===== config.mk =====
export PLATFORM = sky130hd
export DESIGN_NAME = lcct_top
export DESIGN_NICKNAME = d
export VERILOG_FILES = /design/src/hw/lcct_pkg.sv /design/src/hw/lcct_top.sv
export SDC_FILE = /design/constraint.sdc
export NUM_CORES = 1
export LEC_CHECK = 0
export BUFFER_PORTS_ARGS = -buffer_cell sky130_fd_sc_hd__buf_2
export CORE_MARGIN = 1
export CORE_UTILIZATION = 30
export CTS_CLUSTER_SIZE = 14
export DETAILED_ROUTE_END_ITERATION = 7
export GPL_ROUTABILITY_DRIVEN = 0
export PLACE_DENSITY_LB_ADDON = 0.12
export SKIP_CTS_REPAIR_TIMING = 1
export SLEW_MARGIN = 20
export SYNTH_ARGS = -nofsm -noshare
export SYNTH_HDL_FRONTEND = slang
export SYNTH_SLANG_ARGS = --single-unit
export TNS_END_PERCENT = 30

===== constraint.sdc =====
create_clock -name aclk -period 3.95 [get_ports aclk]
set_input_delay 0.5925 -clock aclk [delete_from_list [all_inputs] [get_ports aclk]]
set_output_delay 0.5925 -clock aclk [all_outputs]
set_load 0.05 [all_outputs]

===== src/hw/lcct_pkg.sv =====
// package: link control register map, field positions and cycle timer constants
package lcct_pkg;
  localparam logic [7:0]  LINK_CTRL_SET_OFF = 8'he0;
  localparam logic [7:0]  LINK_CTRL_CLR_OFF = 8'he4;
  localparam int          ROLLOVER_SRC_BIT  = 22;
  localparam int          CYCLE_MASTER_BIT  = 21;
  localparam int          COUNT_EN_BIT      = 20;
  localparam int          ACCEPT_PHY_BIT    = 10;
  localparam int          ACCEPT_SELFID_BIT = 9;
  localparam logic [31:0] LINK_CTRL_MASK    = 32'h0070_0600;
  localparam logic [31:0] LINK_CTRL_RESET   = 32'h0000_0000;
  localparam int          CYCLE_PERIODS     = 3072;
  localparam int          OFFSET_W          = 12;
  localparam logic [1:0]  RESP_OKAY         = 2'b00;
  localparam logic [1:0]  RESP_SLVERR       = 2'b10;
endpackage : lcct_pkg


===== src/hw/lcct_top.sv =====
// link control register with set and clear views, driving the cycle offset timer
`timescale 1ns/1ps
module lcct_top #(
  parameter int OFFSET_W = lcct_pkg::OFFSET_W
) (
  input  wire logic                aclk,
  input  wire logic                aresetn,
  input  wire logic                clk_en,
  input  wire logic [7:0]          s_axi_awaddr,
  input  wire logic                s_axi_awvalid,
  output      logic                s_axi_awready,
  input  wire logic [31:0]         s_axi_wdata,
  input  wire logic [3:0]          s_axi_wstrb,
  input  wire logic                s_axi_wvalid,
  output      logic                s_axi_wready,
  output      logic [1:0]          s_axi_bresp,
  output      logic                s_axi_bvalid,
  input  wire logic                s_axi_bready,
  input  wire logic [7:0]          s_axi_araddr,
  input  wire logic                s_axi_arvalid,
  output      logic                s_axi_arready,
  output      logic [31:0]         s_axi_rdata,
  output      logic [1:0]          s_axi_rresp,
  output      logic                s_axi_rvalid,
  input  wire logic                s_axi_rready,
  input  wire logic                cycle_tick,
  input  wire logic                external_cycle_input,
  input  wire logic                cycle_overrun_flag,
  input  wire logic                rx_cycle_start,
  input  wire logic                rx_phy_packet,
  input  wire logic                rx_selfid_packet,
  input  wire logic                ar_request_enabled,
  output      logic [OFFSET_W-1:0] cycle_offset,
  output      logic                cycle_rollover,
  output      logic                cycle_start_tx,
  output      logic                cycle_sync_load,
  output      logic                store_phy_packet,
  output      logic                store_selfid_packet,
  output      logic                rollover_source_select,
  output      logic                root_cycle_master,
  output      logic                cycle_count_enable,
  output      logic                accept_phy_packets,
  output      logic                accept_selfid_packets
);

  typedef struct packed {
    logic                aw_held;
    logic [7:0]          awaddr;
    logic                w_held;
    logic [31:0]         wdata;
    logic [3:0]          wstrb;
    logic                bvalid;
    logic [1:0]          bresp;
    logic                rvalid;
    logic [31:0]         rdata;
    logic [1:0]          rresp;
    logic [31:0]         ctrl;
    logic [OFFSET_W-1:0] offset;
    logic                ext_prev;
    logic                ovr_prev;
    logic                rollover;
    logic                cstart;
    logic                sync;
    logic                store_phy;
    logic                store_sid;
  } lcct_state_type;

  lcct_state_type st_r;
  lcct_state_type st_nxt;

  logic [31:0] wmask;
  logic        wr_fire;
  logic        rd_fire;
  logic        ext_event;
  logic        ovr_rise;
  logic        roll;

  // no address or write data handshake completes while frozen, or the transfer would be lost
  assign s_axi_awready = clk_en && !st_r.aw_held && !st_r.bvalid;
  assign s_axi_wready  = clk_en && !st_r.w_held && !st_r.bvalid;
  assign s_axi_arready = clk_en && !st_r.rvalid;
  assign s_axi_bvalid  = st_r.bvalid;
  assign s_axi_bresp   = st_r.bresp;
  assign s_axi_rvalid  = st_r.rvalid;
  assign s_axi_rdata   = st_r.rdata;
  assign s_axi_rresp   = st_r.rresp;

  assign rollover_source_select = st_r.ctrl[lcct_pkg::ROLLOVER_SRC_BIT];
  assign root_cycle_master      = st_r.ctrl[lcct_pkg::CYCLE_MASTER_BIT];
  assign cycle_count_enable     = st_r.ctrl[lcct_pkg::COUNT_EN_BIT];
  assign accept_phy_packets     = st_r.ctrl[lcct_pkg::ACCEPT_PHY_BIT];
  assign accept_selfid_packets  = st_r.ctrl[lcct_pkg::ACCEPT_SELFID_BIT];
  assign cycle_offset           = st_r.offset;
  assign cycle_rollover         = st_r.rollover;
  assign cycle_start_tx         = st_r.cstart;
  assign cycle_sync_load        = st_r.sync;
  assign store_phy_packet       = st_r.store_phy;
  assign store_selfid_packet    = st_r.store_sid;

  always_comb begin
    st_nxt  = st_r;
    wmask   = 32'h0000_0000;
    wr_fire = 1'b0;
    rd_fire = 1'b0;
    // address and data may arrive in either order
    if (s_axi_awvalid && s_axi_awready) begin
      st_nxt.aw_held = 1'b1;
      st_nxt.awaddr  = s_axi_awaddr;
    end
    if (s_axi_wvalid && s_axi_wready) begin
      st_nxt.w_held = 1'b1;
      st_nxt.wdata  = s_axi_wdata;
      st_nxt.wstrb  = s_axi_wstrb;
    end
    if (st_r.aw_held && st_r.w_held && !st_r.bvalid) begin
      wr_fire        = 1'b1;
      st_nxt.aw_held = 1'b0;
      st_nxt.w_held  = 1'b0;
      st_nxt.bvalid  = 1'b1;
      for (int i = 0; i < 4; i++) begin
        wmask[i*8 +: 8] = st_r.wdata[i*8 +: 8] & {8{st_r.wstrb[i]}};
      end
      wmask = wmask & lcct_pkg::LINK_CTRL_MASK;
      if (st_r.awaddr[7:2] == lcct_pkg::LINK_CTRL_SET_OFF[7:2]) begin
        st_nxt.bresp = lcct_pkg::RESP_OKAY;
        if (cycle_overrun_flag) begin
          wmask[lcct_pkg::CYCLE_MASTER_BIT] = 1'b0;
        end
        st_nxt.ctrl = st_r.ctrl | wmask;
      end else if (st_r.awaddr[7:2] == lcct_pkg::LINK_CTRL_CLR_OFF[7:2]) begin
        st_nxt.bresp = lcct_pkg::RESP_OKAY;
        st_nxt.ctrl  = st_r.ctrl & ~wmask;
      end else begin
        st_nxt.bresp = lcct_pkg::RESP_SLVERR;
      end
    end
    if (st_r.bvalid && s_axi_bready) begin
      st_nxt.bvalid = 1'b0;
    end
    if (s_axi_arvalid && s_axi_arready) begin
      rd_fire       = 1'b1;
      st_nxt.rvalid = 1'b1;
      if (s_axi_araddr[7:2] == lcct_pkg::LINK_CTRL_SET_OFF[7:2] ||
          s_axi_araddr[7:2] == lcct_pkg::LINK_CTRL_CLR_OFF[7:2]) begin
        st_nxt.rdata = st_r.ctrl & lcct_pkg::LINK_CTRL_MASK;
        st_nxt.rresp = lcct_pkg::RESP_OKAY;
      end else begin
        st_nxt.rdata = 32'h0000_0000;
        st_nxt.rresp = lcct_pkg::RESP_SLVERR;
      end
    end else if (st_r.rvalid && s_axi_rready) begin
      st_nxt.rvalid = 1'b0;
    end
    // overrun rising edge wins over any set of the master bit
    ovr_rise = cycle_overrun_flag && !st_r.ovr_prev;
    if (ovr_rise) begin
      st_nxt.ctrl[lcct_pkg::CYCLE_MASTER_BIT] = 1'b0;
    end
    st_nxt.ovr_prev = cycle_overrun_flag;
    // cycle timer
    ext_event       = external_cycle_input && !st_r.ext_prev;
    st_nxt.ext_prev = external_cycle_input;
    roll            = 1'b0;
    if (rollover_source_select) begin
      roll = ext_event && cycle_count_enable;
    end else begin
      roll = cycle_count_enable && cycle_tick &&
             (st_r.offset == OFFSET_W'(lcct_pkg::CYCLE_PERIODS - 1));
    end
    if (cycle_count_enable) begin
      if (roll) begin
        st_nxt.offset = '0;
      end else if (cycle_tick) begin
        st_nxt.offset = st_r.offset + OFFSET_W'(1);
      end
    end // else hold
    st_nxt.rollover  = roll;
    st_nxt.cstart    = roll && root_cycle_master;
    st_nxt.sync      = rx_cycle_start && !root_cycle_master;
    st_nxt.store_phy = rx_phy_packet && accept_phy_packets && ar_request_enabled;
    st_nxt.store_sid = rx_selfid_packet && accept_selfid_packets;
  end

  always_ff @(posedge aclk) begin
    if (!aresetn) begin
      st_r <= '0;
    end else if (clk_en) begin
      st_r <= st_nxt;
    end
  end

  chk_set_view_sets: assert property (@(posedge aclk) disable iff (!aresetn)
    $rose(st_r.ctrl[lcct_pkg::COUNT_EN_BIT]) |-> $past(st_r.awaddr) == lcct_pkg::LINK_CTRL_SET_OFF)
    else $error("count enable rose without set view write");
  chk_clear_view_clears: assert property (@(posedge aclk) disable iff (!aresetn)
    $fell(st_r.ctrl[lcct_pkg::COUNT_EN_BIT]) |-> $past(st_r.awaddr) == lcct_pkg::LINK_CTRL_CLR_OFF)
    else $error("count enable fell without clear view write");
  chk_reserved_zero: assert property (@(posedge aclk) disable iff (!aresetn)
    s_axi_rvalid |-> (s_axi_rdata & ~lcct_pkg::LINK_CTRL_MASK) == 32'h0000_0000)
    else $error("reserved bits read nonzero");
  chk_master_overrun: assert property (@(posedge aclk) disable iff (!aresetn)
    clk_en && cycle_overrun_flag && !st_r.ovr_prev |=> !root_cycle_master)
    else $error("cycle master not cleared on overrun");
  chk_master_blocked: assert property (@(posedge aclk) disable iff (!aresetn)
    clk_en && cycle_overrun_flag && !root_cycle_master |=> !root_cycle_master)
    else $error("cycle master set during overrun");
  chk_hold_disabled: assert property (@(posedge aclk) disable iff (!aresetn)
    clk_en && !cycle_count_enable |=> $stable(cycle_offset))
    else $error("offset moved while disabled");
  chk_int_rollover: assert property (@(posedge aclk) disable iff (!aresetn)
    cycle_rollover && $past(clk_en) && !$past(rollover_source_select) |->
      $past(cycle_offset) == OFFSET_W'(lcct_pkg::CYCLE_PERIODS - 1))
    else $error("internal rollover at wrong count");
  chk_start_master: assert property (@(posedge aclk) disable iff (!aresetn)
    cycle_start_tx |-> cycle_rollover && $past(root_cycle_master))
    else $error("cycle start without master rollover");
  chk_phy_gate: assert property (@(posedge aclk) disable iff (!aresetn)
    store_phy_packet |-> $past(accept_phy_packets) && $past(ar_request_enabled))
    else $error("phy packet stored while not accepted");

  // rollover source and counting
  chk_ext_rollover: assert property (@(posedge aclk) disable iff (!aresetn)
    clk_en && rollover_source_select && cycle_count_enable &&
    external_cycle_input && !st_r.ext_prev |=> cycle_rollover)
    else $error("external cycle event did not roll over");

  chk_ext_only: assert property (@(posedge aclk) disable iff (!aresetn)
    cycle_rollover && $past(clk_en) && $past(rollover_source_select) |->
      $past(external_cycle_input) && !$past(st_r.ext_prev))
    else $error("external source rolled over without event");

  chk_count_advance: assert property (@(posedge aclk) disable iff (!aresetn)
    clk_en && cycle_count_enable && cycle_tick && !rollover_source_select &&
    cycle_offset != OFFSET_W'(lcct_pkg::CYCLE_PERIODS - 1) |=>
      cycle_offset == $past(cycle_offset) + OFFSET_W'(1))
    else $error("offset did not advance while enabled");

  chk_freeze_state: assert property (@(posedge aclk) disable iff (!aresetn)
    !clk_en |=> $stable(cycle_offset) && $stable(s_axi_bvalid) && $stable(s_axi_rvalid))
    else $error("state moved while clock enable low");

  // cycle start synchronisation and receive gating
  chk_sync_slave: assert property (@(posedge aclk) disable iff (!aresetn)
    clk_en && rx_cycle_start && !root_cycle_master |=> cycle_sync_load)
    else $error("received cycle start not used while not master");

  chk_sync_master: assert property (@(posedge aclk) disable iff (!aresetn)
    cycle_sync_load |-> !$past(root_cycle_master))
    else $error("cycle sync loaded while master");

  chk_selfid_gate: assert property (@(posedge aclk) disable iff (!aresetn)
    clk_en && rx_selfid_packet && accept_selfid_packets |=> store_selfid_packet)
    else $error("self-id packet not accepted");

  chk_selfid_blocked: assert property (@(posedge aclk) disable iff (!aresetn)
    store_selfid_packet |-> $past(accept_selfid_packets))
    else $error("self-id packet stored while not accepted");

  chk_phy_indep: assert property (@(posedge aclk) disable iff (!aresetn)
    clk_en && rx_selfid_packet && accept_selfid_packets && !accept_phy_packets |=>
      store_selfid_packet)
    else $error("self-id reception depends on phy accept");

  // register bus responses
  chk_bvalid_hold: assert property (@(posedge aclk) disable iff (!aresetn)
    s_axi_bvalid && !s_axi_bready |=> s_axi_bvalid && $stable(s_axi_bresp))
    else $error("write response dropped before bready");

  chk_rvalid_hold: assert property (@(posedge aclk) disable iff (!aresetn)
    s_axi_rvalid && !s_axi_rready |=> s_axi_rvalid && $stable(s_axi_rdata))
    else $error("read data dropped before rready");

  chk_read_views: assert property (@(posedge aclk) disable iff (!aresetn)
    s_axi_arvalid && s_axi_arready &&
    (s_axi_araddr == lcct_pkg::LINK_CTRL_SET_OFF || s_axi_araddr == lcct_pkg::LINK_CTRL_CLR_OFF) |=>
      s_axi_rresp == lcct_pkg::RESP_OKAY &&
      s_axi_rdata[lcct_pkg::ACCEPT_PHY_BIT] == $past(accept_phy_packets))
    else $error("view read did not return register contents");

  chk_unmapped_resp: assert property (@(posedge aclk) disable iff (!aresetn)
    clk_en && wr_fire && st_r.awaddr[7:2] != lcct_pkg::LINK_CTRL_SET_OFF[7:2] &&
    st_r.awaddr[7:2] != lcct_pkg::LINK_CTRL_CLR_OFF[7:2] |=>
      s_axi_bresp == lcct_pkg::RESP_SLVERR)
    else $error("unmapped write not refused");

  cov_write: cover property (@(posedge aclk) disable iff (!aresetn) wr_fire);
  cov_read: cover property (@(posedge aclk) disable iff (!aresetn) rd_fire);
  cov_roll: cover property (@(posedge aclk) disable iff (!aresetn) cycle_start_tx);
  cov_ext: cover property (@(posedge aclk) disable iff (!aresetn)
    cycle_rollover && rollover_source_select);
  cov_sync: cover property (@(posedge aclk) disable iff (!aresetn) cycle_sync_load);

endmodule : lcct_top


# Word-level counts from Yosys, hierarchy flattened
# Cells that the tools add are included.
totals:
  register_bits: 135
  inputBits: 67
  output_inout_bits: 63
op_classes:
  addsub: 1
  eq_ne: 5
  muxes: 21
  bitwise_logic: 5
  reduce_logical: 49
ops:
  columns: ["op", "n"]
  rows:
  - ["2-to-1 mux 32 bit", 2]
  - ["2-to-1 mux 37 bit", 1]
  - ["AND 32 bit", 1]
  - ["inverter 23 -> 32 bit", 1]
  - ["OR 32 x 23 -> 32 bit", 1]
  - ["2-to-1 mux 25 bit", 1]
  - ["equality test 6 bit (second input constant)", 4]
  - ["2-to-1 mux 12 bit", 2]
  - ["logical AND 1 bit", 22]
  - ["2-to-1 mux 22 bit", 1]
  - ["AND reduction 2 bit", 8]
  - ["nonzero test 2 bit", 7]
  - ["adder 12 x 1 -> 12 bit (second input constant)", 1]
  - ["equality test 12 bit (second input constant)", 1]
  - ["2-to-1 mux 1 bit", 10]
  - ["2-to-1 mux 9 bit", 1]
  - ["AND reduction 3 bit", 3]
  - ["AND 7 bit", 1]
  - ["logical NOT 1 bit", 7]
  - ["2-to-1 mux 2 bit", 2]
  - ["AND 3 bit", 1]
  - ["2-to-1 mux 3 bit", 1]
  - ["nonzero test 3 bit", 1]
  - ["logical OR 1 bit", 1]

# Longest topological paths before layout
depth:
  depth_word: 8
  depth_mapped: 6
  mapped_depth_nobuf: 5

# Worst setup path after synthesis
# Ideal clock, no wire load.
synth_path:
  kind: "input to output"
  start: "input clk_en"
  end: "output s_axi_arready"
  arrival_time_ps: 1822
  required_time_ps: 3357
  path_slack_ps: 1536
  path_stages: 3
  n_path_buf: 2
  cell_sequence: "buf_2 > clkbuf_1 > nor2b_1"
synth_between:
  elab_chain_len: 1
synth_lines:
  columns: ["element", "line", "rtl"]
  rows:
  - ["start: declaration", "lcct_top.sv:8", "input wire logic clk_en,"]
  - ["logical AND 1 bit", "lcct_top.sv:81", "assign s_axi_arready = clk_en && !st_r.rvalid;"]
  - ["end: declaration", "lcct_top.sv:21", "output logic s_axi_arready,"]
# Every way passes these cells.

# Worst setup path after layout
layout_path:
  start: "input clk_en"
  end: "output s_axi_wready"
layout_between:
  elab_chain_len: 2
layout_lines:
  columns: ["element", "line", "rtl"]
  rows:
  - ["logical AND 1 bit (2 in series)", "lcct_top.sv:80", "assign s_axi_wready = clk_en && !st_r.w_held && !st_r.bvalid;"]
  - ["end: declaration", "lcct_top.sv:15", "output logic s_axi_wready,"]
# Every way passes these cells.

==> reports/qor.csv <==
metric,value,unit
IO buf count,66,
Fillers,848,
Critical Path Most Common Cell,buf_2,
Synth Area in Simple Gates,24.9,%
min-delay worst type,flop to flop,
placed cell count,424,
register bit total from synthesis,48,
Max-Cap Viols,0,
share of the synthesized area in the top cell type,38.7,%
IO Pins,130,
initial antenna violation count,0,
Compound-Gate Fraction of Synth Area,10.3,%
Finished Cell Area,2770,um^2
syn avg cell area,8.68,um^2
reg2reg setup slack,2.09,ns
via count,2026,
CTS Buf Count,5,
H-tree depth,2,
"wirelength, routed",5600,um
final hold vios,0,
Post-synth ARST share,0,%
CP cell instances,buf_2 -> nand2b_1 -> nor2_1 -> buf_2,
vias in the first global route,1790,
row count,32,
CTS Root Cell,clkbuf_8,
"Primary FF master, synth",dfxtp_1,
clock sink count,48,
Yosys Warn Count,0,
Adder-Cell Fraction of Synth Area,0.504,%
highest clock rate,0.485,GHz
Final Net Count,397,
Max Clock Skew,0.00713,ns
grt ovf,0,
classification of the worst setup path,primary input to output pin,
Post-synth top cells,"49 x buf_4, 48 x dfxtp_1, 29 x nor2_1",
Placeable Area,7850,um^2
RSZ-0062 raised after global routing,no,
cell area after synthesis,2480,um^2
top-count cell post-synth,buf_4,
die area,8640,um^2
Global Route Usage Sum,13.3,%
CP arrival,1.47,ns
minimum clock period,2.06,ns
ratio of cells with drive above 1 in the final layout,24.8,%
Synth Instances,286,
# DRC,0,
Critical Path Sink Type,output pin,
chip width,92.9,um
post-synthesis xor/xnor area fraction,0.353,%
first-pass GRT wire length,9060,um
critical path's top delay family,buffers and inverters,
DP Area,2650,um^2
Power Total,1.03,mW
setup TNS,0,ns
Final Util,35.3,%
Layout Cells excl Fill,432,
hold_ws,0.472,ns
mux cell area share after synthesis,7.67,%
drt pass-1 iters,4,
Power Density,372,nW/um^2
outcome,"finished, final reports clean",
leakage power,1.21,nW
worst-margin pin slew,0.692,ns
1st-iter DRT viols,52,
Starting Density,31.6,%
synth top area cells,"dfxtp_1 39%, buf_4 15%, mux2i_1 7.7%, nor2_1 4.4%, nand2_1 3.5%",
Netlist cell types,40,
max reg flops,17,
cell taking the most area after synthesis,dfxtp_1,
Clock transition at path regs,0.09,ns
CTS Buffer Depth,2,
most flop-heavy register,st_r,
WP buf/inv,2,
Setup-failing EPs final,0,
Area Growth Syn to Fin,11.6,%
Critical Path Start Type,primary input,
"Seq/Total Area, Yosys",38.7,%
PnR worst setup slack,1.89,ns
"critical path fanouts, max",21,
largest family of logic cells by synthesized area,simple AND/OR/NAND/NOR gates,
Place WS,1.65,ns
ANT nets after route,0,
Final Max Tran Viols,0,
CTS tree,yes,
worst skew pair latency,0.30,ns
post-DP HPWL,4080,um
largest net degree at the start of global routing,40,
Worst path slowest cell,buf_2,
critical path's largest stage delay,0.33,ns
CP required,3.36,ns
DR vias/cell,4.69,
Tcrit/Tclk final,52.2,%
VDD IR-drop max,0.186,mV
drt wl/cell,13.0,um
chip height,92.9,um
Antenna Cells,0,
Post-synth EDFFs,0,
Rel. slew slack,53.5,%
-- worst paths after layout --
kind | startpoint | end | cells after the start
max | clk_en | s_axi_wready | 4
min | cycle_start_tx | cycle_start_tx | 2
max reg2reg | cycle_offset[0] | cycle_offset[7] | 5
min reg2reg | cycle_start_tx | cycle_start_tx | 2
-- power breakdown --
part | total, mW | internal [mW] | switching [mW]
logic | 0.147 | 0.0333 | 0.114
clock network | 0.378 | 0.207 | 0.171
registers | 0.504 | 0.496 | 0.00787
total | 1.03 | 0.736 | 0.293
-- logic make-up after synthesis --
| family | Yosys count |
|---|---|
| AOI/OAI and AO/OA | 36 |
| xor gates and xnor gates | 1 |
| adders and majority gates | 1 |
| buffers and inverters | 64 |
| DFF | 48 |
| muxes | 19 |
| other | 1 |
| and+or+nand+nor | 116 |
-- cell type report --
type	count	area [um^2]	share of cell area, %
multi-input combinational	202	1190	43.2
sequential	48	961	34.7
timing repair buffer	69	353	12.7
tap	102	128	4.61
clock buffer	6	82.6	2.98
clock inverter	2	38.8	1.40
inverter	3	11.3	0.407
-- worst register-to-register path: stages, from the launching register on --
cell and delay (ns):
dfxtp_1 0.41, ha_1 0.21, nand3_1 0.15, o41ai_4 0.65
a31oi_1 0.08, o221a_2 0.26
-- cell usage in the layout, fill, tap and decap left out, drive strengths merged, types with 2 or more instances in the layout --
cell type and instances:
buf 69, dfxtp 48, nor2 29, conb 29, nand2 24, mux2i 19, nand3 15, a21oi 12
nand4 8, or4 8, a31oi 7, clkbuf 6, nand2b 5, nand4b 5, nor3 5, o21ai 5
a22oi 5, nor2b 4, inv 3, and4 3, nand3b 2, nor3b 2, and2 2
-- metal layers --
layer | GRT usage [%] | share of wire (%)
met3 | 3.12 | 4.6
met5 | 0 | 0
met1 | 18.2 | 48
met4 | 3.85 | 0.86
met2 | 20.5 | 46
(Power assumes the default switching activity.)
